===== src/pkg/irq_ack_pkg.sv =====
/*
 Constants shared by the interrupt acknowledge logic and its flag store.
 Assumes one CPU clock domain and 32 interrupt sources in two 16-bit halves.
*/
`default_nettype none
package irq_ack_pkg;
	localparam int unsigned NUM_IRQ = 32;
	localparam int unsigned HALF_W = 16;
	localparam logic [31:0] FLAGS_RESET = 32'h0000_0000;
	localparam logic [31:0] MASK_RESET = 32'h0000_0000;
	localparam logic [31:0] NMI_SOURCES = 32'h0000_0003;
	localparam logic [3:0] DETECT_PATTERN = 4'h8;
	localparam int unsigned SYNC_STAGES = 2;
	localparam int unsigned MIN_LOW_CYCLES = 3;
	localparam int unsigned CLK_PERIOD_NS = 100;
	localparam int unsigned ACK_LOW_CYCLES = 1;
endpackage
`default_nettype wire


===== src/verilog/irq_flag_store.sv =====
/*
 Pending flags and enable masks of the interrupt unit.
 Assumes the acknowledge logic drives set, clear and write strobes per cycle.
*/
`timescale 1ns/10ps
`default_nettype none
module irq_flag_store #(
	parameter int unsigned N = irq_ack_pkg::NUM_IRQ
) (
	// clock and reset
	input  wire logic         clk_i,
	input  wire logic         reset_n_i,
	// flag control
	input  wire logic [N-1:0] flag_set_i,
	input  wire logic [N-1:0] flag_clr_i,
	input  wire logic         soft_reset_i,
	// mask writes
	input  wire logic         mask_we_i,
	input  wire logic [N-1:0] mask_wdata_i,
	input  wire logic         dbg_we_i,
	input  wire logic [N-1:0] dbg_wdata_i,
	// state out
	output logic      [N-1:0] flags_o,
	output logic      [N-1:0] mask_o,
	output logic      [N-1:0] dbg_mask_o
);
	typedef struct packed {
		logic [N-1:0] flags;
		logic [N-1:0] mask;
		logic [N-1:0] dbg;
	} store_t;
	store_t s_q;
	store_t s_d;

	always_comb begin
		s_d = s_q;
		// set beats clear so a request is not lost to a same-cycle clear; soft reset still drops it
		s_d.flags = (s_q.flags & ~flag_clr_i) | flag_set_i;
		if (soft_reset_i) begin
			s_d.flags = N'(irq_ack_pkg::FLAGS_RESET);
		end
		if (mask_we_i) begin
			s_d.mask = mask_wdata_i;
		end
		if (dbg_we_i) begin
			s_d.dbg = dbg_wdata_i;
		end
	end

	always_ff @(posedge clk_i or negedge reset_n_i) begin
		if (!reset_n_i) begin
			s_q <= '0;
		end else begin
			s_q <= s_d;
		end
	end

	assign flags_o = s_q.flags;
	assign mask_o = s_q.mask;
	assign dbg_mask_o = s_q.dbg;
endmodule // irq_flag_store
`default_nettype wire


===== src/verilog/interrupt_acknowledge_logic.sv =====
/*
 Interrupt acknowledge logic: synchronises external requests, holds pending
 flags, and pulses the active-low acknowledge on the first vector fetch.
 Assumes the core reports the vector fetch and the serviced source number.
*/
`timescale 1ns/10ps
`default_nettype none
// What this block does
// - acknowledge output marks an accepted interrupt with vector fetch on the address bus.
// - acknowledge goes low in the cycle after the first vector word fetch; that fetch clears the pending flag.
// - acknowledge is low for exactly one CPU clock per serviced interrupt.
// - a masked maskable interrupt gets no acknowledge and no branch.
// - pending flags record pending interrupts; enable masks gate maskable ones.
// - hardware reset clears flags, enable masks and debug masks to zero.
// - software reset clears only the pending flags.
// - external request detected on 1-0-0-0 falling-edge samples after two-stage sync.
module interrupt_acknowledge_logic #(
	parameter int unsigned N = irq_ack_pkg::NUM_IRQ,
	parameter int unsigned NEXT = 4
) (
	// clock and reset
	input  wire logic            clk_i,
	input  wire logic            reset_n_i,
	// request sources
	input  wire logic [NEXT-1:0] ext_irq_n_i,
	input  wire logic [N-1:0]    int_irq_i,
	// core side
	input  wire logic            vector_fetch_i,
	input  wire logic [4:0]      vector_num_i,
	input  wire logic            soft_reset_i,
	input  wire logic            mask_we_i,
	input  wire logic [N-1:0]    mask_wdata_i,
	input  wire logic            dbg_we_i,
	input  wire logic [N-1:0]    dbg_wdata_i,
	// outputs
	output logic                 irq_ack_strobe_n_o,
	output logic                 irq_taken_o,
	output logic [N-1:0]         pending_o,
	output logic [N-1:0]         enable_mask_o,
	output logic [N-1:0]         debug_critical_mask_o
);
	localparam int unsigned HW = irq_ack_pkg::HALF_W;

	// external lines land on sources 1..NEXT (nmi first)
	typedef struct packed {
		logic [NEXT-1:0] sync1;
		logic [NEXT-1:0] sync2;
		logic [NEXT-1:0][3:0] hist;
	} neg_t;
	neg_t n_q;
	neg_t n_d;

	typedef struct packed {
		logic ack_n;
	} pos_t;
	pos_t p_q;
	pos_t p_d;

	logic [NEXT-1:0] ext_det;
	logic [N-1:0]    set_vec;
	logic [N-1:0]    clr_vec;
	logic [N-1:0]    flags;
	logic [N-1:0]    mask;
	logic            allowed;

	// ==========================================
	// external request detection
	always_comb begin
		n_d = n_q;
		n_d.sync1 = ext_irq_n_i;
		n_d.sync2 = n_q.sync1;
		for (int i = 0; i < NEXT; i++) begin
			n_d.hist[i] = {n_q.hist[i][2:0], n_q.sync2[i]};
		end
	end

	// falling edge sampling keeps the decision half a cycle ahead of the core
	always_ff @(negedge clk_i or negedge reset_n_i) begin
		if (!reset_n_i) begin
			n_q <= '1;
		end else begin
			n_q <= n_d;
		end
	end

	genvar g;
	generate
		for (g = 0; g < NEXT; g++) begin : g_det
			// oldest sample high, then three low
			assign ext_det[g] = (n_q.hist[g] == irq_ack_pkg::DETECT_PATTERN);
		end
	endgenerate

	// one-cycle detect pulse: history shifts on, so the pattern lasts one cycle
	always_comb begin
		set_vec = int_irq_i;
		set_vec[NEXT:1] = int_irq_i[NEXT:1] | ext_det;
	end

	// ==========================================
	// acknowledge
	assign allowed = flags[vector_num_i]
		& (mask[vector_num_i] | irq_ack_pkg::NMI_SOURCES[vector_num_i]);

	always_comb begin
		clr_vec = '0;
		if (vector_fetch_i && allowed) begin
			clr_vec[vector_num_i] = 1'b1;
		end
	end

	always_comb begin
		p_d = p_q;
		// low only in the cycle after an accepted fetch, then high again
		p_d.ack_n = !(vector_fetch_i && allowed);
	end

	always_ff @(posedge clk_i or negedge reset_n_i) begin
		if (!reset_n_i) begin
			p_q <= '1;
		end else begin
			p_q <= p_d;
		end
	end

	irq_flag_store #(
		.N(N)
	) u_store (
		.clk_i        (clk_i),
		.reset_n_i    (reset_n_i),
		.flag_set_i   (set_vec),
		.flag_clr_i   (clr_vec),
		.soft_reset_i (soft_reset_i),
		.mask_we_i    (mask_we_i),
		.mask_wdata_i (mask_wdata_i),
		.dbg_we_i     (dbg_we_i),
		.dbg_wdata_i  (dbg_wdata_i),
		.flags_o      (flags),
		.mask_o       (mask),
		.dbg_mask_o   (debug_critical_mask_o)
	);

	assign irq_ack_strobe_n_o = p_q.ack_n;
	assign irq_taken_o = vector_fetch_i & allowed;
	assign pending_o = flags;
	assign enable_mask_o = mask;
endmodule // interrupt_acknowledge_logic
`default_nettype wire


===== config.mk =====
export PLATFORM = sky130hd
export DESIGN_NAME = interrupt_acknowledge_logic
export DESIGN_NICKNAME = d
export VERILOG_FILES = /design/src/pkg/irq_ack_pkg.sv /design/src/verilog/irq_flag_store.sv /design/src/verilog/interrupt_acknowledge_logic.sv
export SDC_FILE = /design/constraint.sdc
export NUM_CORES = 1
export LEC_CHECK = 0
export BUFFER_PORTS_ARGS = -buffer_cell sky130_fd_sc_hd__buf_2
export CAP_MARGIN = 10
export CORE_MARGIN = 2
export CORE_UTILIZATION = 27
export CTS_CLUSTER_SIZE = 40
export DETAILED_ROUTE_END_ITERATION = 10
export GPL_TIMING_DRIVEN = 0
export SYNTH_ARGS = -nofsm -noshare
export SYNTH_HDL_FRONTEND = slang
export SYNTH_SLANG_ARGS = --single-unit

===== constraint.sdc =====
create_clock -name clk_i -period 2.1 [get_ports clk_i]
set_clock_uncertainty 0.05 [all_clocks]
set_input_delay 0.42 -clock clk_i [delete_from_list [all_inputs] [get_ports clk_i]]
set_output_delay 0.42 -clock clk_i [all_outputs]
set_load 0.03 [all_outputs]

==> metrics.txt, run 1 <==
status=finished with violations; failing checks=negative hold slack, negative setup slack; Total GRT Usage=~17%; row count=a little over 50; DRT iter0 DRCs=222; via/cell ratio=about 4.8; element type at the critical path end=primary output; Top Metal Used=met4; Final setup violation count=7; wl on met1=7440 um; Inst Count DP=875; Synth Cell Area=0.00538 mm^2; WHS=-0.0891 ns; final instance area=~0.0077 mm^2; share of the synthesized area in the top cell type=between 40% and 50%; Root Buffer=clkbuf_16; Initial Util=27.5%; CTS H-tree depth=4; Die X=145 um; DR WL/cell=18.5 um; nets=776; Die Footprint=0.0211 mm^2; min Tclk post-route=2.64 ns; met3 wire len=roughly 1400 um; Met2 Routed Length=slightly above 8000 um; number of global-route vias before repair=4909; drt first pass iters=5; Final GP Congestion=0.767; GRT overflow=0; flop2flop setup slack=-0.41 ns; Die H=145 um; I/O pins=209; CTS Buf Count=17; Remaining DRCs=0; RSZ-0062 raised after global routing=yes; CTS clk-pin slew, worst paths=0.07 ns; largest net degree at the start of global routing=65; Core ar.=0.0195 mm^2; Layout Utilization=approximately 40%; CTS tree=built; Final Cycle Share=126%; Peak supply drop=0.547 mV; syn_area_per_cell=13.3 um^2; max-slew violations=0; Cell variety after synth=51; most frequent cells in the layout=buf_2 (210), dfrtp_1 (96), mux2_2 (65), inv_1 (26), dfstp_2 (25); commonest non-fill, non-tap cell in the layout=buf_2; CTS max path bufs=2; initial antenna violation count=1; reg2reg path depth=4; Max Cap Violations=0; syn_nets=516; RR Endpoint=u_store.flags_o[4]; endpoints failing hold=between 50 and 60; Syn Inst Count=between 400 and 500; routed via count=4512; Seq/Total Area, Yosys=56.9%; relative slew slack=between 50% and 60%; Synth area leaders=dfrtp_1 (45%), mux2_2 (14%), dfstp_2 (12%), mux2i_1 (3.9%), o21bai_1 (2.9%); Post-synth EDFFs=0; Pleak=3.55 nW; Layout area overhead=43.2%; Yosys reg bits=121; Post-synth ARST share=100%; CP Max Fanout=2; post-layout instance count excluding filler cells=944; largest area contributor in the netlist=dfrtp_1; min-delay worst type=input port to asynchronous set/reset pin; Placed Area=0.00681 mm^2; CP arrival=2.17 ns; WP data required=1.63 ns; main flop type after synthesis=dfrtp_1; Worst setup SP type=flop; Worst Tran Pin Value=roughly 0.74 ns; DRT Wirelength=between 15000 and 20000 um; Post-DRT Antenna Nets=0; DP HPWL=12900 um; Critical R2R Launch=n_d[15]; clk sinks=121; Synth Warn #=0; first-pass GRT wire length=27100 um; fmax=378 MHz; layout cell share with drive strength beyond 1=57.8%; worst setup margin=-0.543 ns; DP Worst Slack=-0.828 ns; Worst-Skew Late Latency=roughly 0.44 ns; CP Class=flop to primary output; pwr dens=920 mW/mm^2; IO Port Bufs=204
## cells in the mapped netlist (2+ instances only)
cell / n
nor2_1: 12
o21ai_1: 2
o22ai_1: 2
nor3_1: 15
dfstp_2: 25
or3_1: 3
nand2b_1: 7
mux2_2: 65
dfrtp_1: 96
and3_1: 2
mux4_2: 4
inv_1: 3
clkbuf_1: 8
a21oi_1: 5
a311oi_1: 2
a311oi_2: 4
a32oi_1: 6
nor4_1: 11
a31oi_1: 18
mux2i_1: 21
o21ai_0: 4
o2bb2ai_1: 2
nor4b_1: 11
buf_2: 8
nand2_1: 4
nand3b_1: 2
buf_1: 7
o21bai_1: 21
nand3_1: 6
a211oi_2: 2
buf_6: 4
a22oi_1: 2
nor2b_1: 3
## cell families (layout without fill, tap and decap cells)
logic type	after synthesis	after routing	share of synthesized area, %
and+or+nand+nor	86	86	9.66
other	0	1	0
buffers and inverters	32	305	3.05
DFF	121	121	56.9
muxes	91	91	19.4
AOI/OAI and AO/OA	75	75	11.0
## registers in the layout, summed over array words and instances (netlist names)
name	count
u_store.dbg_mask_o	32
u_store.mask_o	32
u_store.flags_o	32
n_q	4
n_d	20
irq_ack_strobe_n_o	1
## where the power goes
group          switching [W]  total [W]  internal (W)
clock                0.00135    0.00305       0.00169
sequential          0.000127    0.00267       0.00255
combinational       0.000851    0.00136      0.000513
total                0.00233    0.00709       0.00475
## worst max-delay path by stage
stage,slack [ns],from,to,depth (start not counted)
after global placement,-1.42,reset_n_i,n_q[7],1
after global routing,-0.62,u_store.mask_o[21],irq_taken_o,7
final,-0.54,u_store.mask_o[31],irq_taken_o,7
after floorplan,-0.31,n_d[13],u_store.flags_o[4],4
after CTS,-0.58,u_store.mask_o[31],irq_taken_o,7
after detailed placement,-0.83,vector_num_i[0],irq_taken_o,9
## stage by stage
stage          hold slack [ns]  TNS [ns]  total power (W)
6_report               -0.0891     -1.63          0.00709
5_1_grt                -0.0525     -2.38          0.00742
4_1_cts                -0.0781     -1.56          0.00714
3_5_place_dp             0.297    -16.34          0.00407
3_3_place_gp             0.296   -148.94          0.00405
2_1_floorplan           0.0744    -0.713          0.00354
## worst max-delay path: stages (launching register included)
cell and delay [ns]:
dfrtp_1 0.39, mux4_2 0.50, nor2b_4 0.15, a31oi_4 0.18, nand4_4 0.12, buf_8 0.15
and3_4 0.14, buf_6 0.13
## area by class of cell
| class | count | area [um^2] |
|---|---|---|
| inverters | 3 | 11.3 |
| repair buffers | 218 | 1170 |
| plain buffers | 28 | 156 |
| diodes | 1 | 2.50 |
| fillers | 1947 | 11800 |
| clock inverters | 36 | 198 |
| well taps | 265 | 332 |
| flip-flops and latches | 121 | 3060 |
| multi-input cells | 252 | 2310 |
| clock buffers | 20 | 458 |
## per-layer routing
| metal | vias to the layer above | global-route usage, % |
|---|---|---|
| met1 | 2217 | 20.6 |
| met3 | 21 | 4.97 |
| met5 | - | 0 |
| li1 | 2054 | - |
| met2 | 220 | 27.5 |
| met4 | 0 | 7.16 |
## what timing repair did
item,CTS,global route
pin swaps,5,4
setup endpoints to repair,5,10
gates resized for setup,19,12
buffers inserted,10,3
hold endpoints to repair,57,57
(Power assumes the default switching activity.)
==> run 2: changes to the inputs <==
--- a/config.mk
+++ b/config.mk
@@ -7,11 +7,14 @@
 export LEC_CHECK = 0
 export BUFFER_PORTS_ARGS = -buffer_cell sky130_fd_sc_hd__buf_2
 export CAP_MARGIN = 10
+export CELL_PAD_IN_SITES_DETAIL_PLACEMENT = 1
+export CELL_PAD_IN_SITES_GLOBAL_PLACEMENT = 2
 export CORE_MARGIN = 2
 export CORE_UTILIZATION = 27
 export CTS_CLUSTER_SIZE = 40
 export DETAILED_ROUTE_END_ITERATION = 10
 export GPL_TIMING_DRIVEN = 0
+export PLACE_DENSITY_LB_ADDON = 0.1
 export SYNTH_ARGS = -nofsm -noshare
 export SYNTH_HDL_FRONTEND = slang
 export SYNTH_SLANG_ARGS = --single-unit
==> run 2 against run 1 <==
Net effect:
- the run ends with negative setup slack left
- non-clock buffer count fell by 3
- count of clock-buffer cells in the layout fell by 3
- combinational power barely moved
- setup slack got worse by 0.018 ns
- register-to-register slack improved by 0.03 ns
- maximum frequency fell by 0.69%
- sequential share of layout area fell by 0.14 points
- utilization rose by 0.14 points
- clock power barely moved
- critical path type unchanged
- critical endpoint unchanged
- largest power group unchanged
==> metrics.txt, run 2 (same netlist as run 1, synthesis figures left out) <==
CTS max path bufs=2 (unchanged); max-slew violations=0 (unchanged); Multi-input gate area=0.00232 mm^2 (was 0.00231 mm^2); CTS H-tree depth=4 (unchanged); Final setup violation count=4 (was 7); via/cell ratio=4.76 (was 4.78); Initial Util=27.5% (unchanged); Root Buffer=clkbuf_16 (unchanged); min Tclk post-route=2.66 ns (was 2.64 ns); reg2reg path depth=4 (unchanged); fmax=376 MHz (was 378 MHz); post-layout instance count excluding filler cells=943 (was 944); CTS clk-pin slew, worst paths=0.07 ns (about the same); pwr dens=919 mW/mm^2 (was 920 mW/mm^2); drt first pass iters=4 (was 5); CP Class=flop to primary output (unchanged); Critical R2R Launch=n_d[13] (was n_d[15]); failing checks=negative setup slack (was negative hold slack, negative setup slack); I/O pins=209 (unchanged); Pleak=3.55 nW (about the same); Final Cycle Share=127% (was 126%); Worst setup SP type=flop (unchanged); setup_tns=-1.44 ns (was -1.63 ns); status=finished with violations (unchanged); min-delay worst type=input port to asynchronous set/reset pin (unchanged); CP arrival=2.19 ns (was 2.17 ns); Remaining DRCs=0 (unchanged); most frequent cells in the layout=buf_2 (207), dfrtp_1 (96), mux2_2 (65), inv_1 (26), dfstp_2 (25) (was buf_2 (210), dfrtp_1 (96), mux2_2 (65), inv_1 (26), dfstp_2 (25)); number of global-route vias before repair=5081 (was 4909); CTS tree=built (unchanged); first-pass GRT wire length=29600 um (was 27100 um); DRT Wirelength=18600 um (was 17500 um); GRT overflow=0 (unchanged); row count=51 (unchanged); Layout area overhead=43.8% (was 43.2%); Die H=145 um (unchanged); RSZ-0062 raised after global routing=yes (unchanged); total power=0.00710 W (was 0.00709 W); Die X=145 um (unchanged); IO Port Bufs=204 (unchanged); Post-DRT Antenna Nets=0 (unchanged); worst setup margin=-0.561 ns (was -0.543 ns); CP startpoint=u_store.mask_o[31] (unchanged); DRT iter0 DRCs=120 (was 222); element type at the critical path end=primary output (unchanged); Layout Utilization=39.6% (was 39.4%); Worst Tran Pin Value=0.675 ns (was 0.744 ns); layout cell share with drive strength beyond 1=57.5% (was 57.8%); Max Cap Violations=0 (unchanged); routed via count=4489 (was 4512); clk sinks=121 (unchanged); Worst-Skew Late Latency=0.45 ns (was 0.44 ns); DP HPWL=13700 um (was 12900 um); Fillers=2199 (was 1947); commonest non-fill, non-tap cell in the layout=buf_2 (unchanged); Die Footprint=0.0211 mm^2 (unchanged); initial antenna violation count=5 (was 1); Core ar.=0.0195 mm^2 (unchanged); Peak supply drop=0.549 mV (was 0.547 mV); largest net degree at the start of global routing=89 (was 65); nets=773 (was 776); DR WL/cell=19.8 um (was 18.5 um); FF/Latch Area=0.00306 mm^2 (unchanged); Inst Count DP=875 (unchanged); Final GP Congestion=0.727 (was 0.767); Total GRT Usage=18.3% (was 16.8%); CTS Buf Count=17 (unchanged); CP Max Fanout=2 (unchanged); endpoints failing hold=0 (was 57); WP data required=1.63 ns (about the same); relative slew slack=55.0% (was 50.4%)
[run 2: cell types whose count changed in the layout (fill, tap and decap cells not counted), sizes merged]
| cell | previous run | this run |
|---|---|---|
| clkbuf | 29 | 26 |
| inv | 39 | 35 |
| diode | 1 | 3 |
| buf | 237 | 233 |
| clkinv | 0 | 6 |
| dlygate4sd3 | 0 | 1 |
| clkinvlp | 0 | 1 |
[run 2: repair_timing]
item	in CTS	in global routing
pin swaps	1	3
gates resized for setup	16	18
hold buffers	1	0
setup endpoints to repair	5	28
buffers inserted	4	5
endpoints found under the hold margin	13	0
[run 2: layer usage]
layer	part of all wire [%]	vias to the layer above	track usage, %
li1	-	2056	-
met1	42	2271	22.0
met2	49	137	30.3
met3	7.5	21	7.39
met4	1.1	4	5.25
met5	0.16	-	0
[run 2: stage by stage]
step	area (um^2)	hold slack, ns	worst slack (ns)
after floorplan	5420	0.0744	-0.307
after global placement	6770	0.296	-1.41
after detailed placement	6810	0.273	-0.820
after CTS	7600	0.156	-0.613
after global routing	7720	0.159	-0.652
final	7730	0.0901	-0.561
[run 2: final cells by class]
| type | count | area share [%] |
|---|---|---|
| Sequential cell | 121 | 39.6 |
| Tap cell | 265 | 4.29 |
| Buffer | 28 | 2.12 |
| Timing Repair Buffer | 215 | 14.9 |
| Inverter | 3 | 0.146 |
| Multi-Input combinational cell | 252 | 30.1 |
| Antenna cell | 3 | 0.0972 |
| Clock buffer | 17 | 5.51 |
| Clock inverter | 39 | 3.30 |
[run 2: report_power, final]
part	switching, W	internal [W]
Combinational	0.000853	0.000500
Clock	0.00142	0.00165
Sequential	0.000131	0.00255
Total	0.00240	0.00470
[run 2: worst paths after layout]
check | to | slack, ns
max | irq_taken_o | -0.56
min | u_store.dbg_mask_o[21] | 0.09
max reg2reg | u_store.flags_o[4] | -0.38
min reg2reg | n_d[13] | 0.30
max in group asynchronous | n_d[1] | 0.50
min in group clk_i | u_store.mask_o[0] | 0.17
[run 2: worst max-delay path: stages, from the launching register on]
cell and delay, ns:
dfrtp_1 0.39, mux4_2 0.51, nor2b_4 0.16, a31oi_4 0.17, nand4_4 0.12, buf_8 0.15, and3_4 0.14, buf_6 0.13
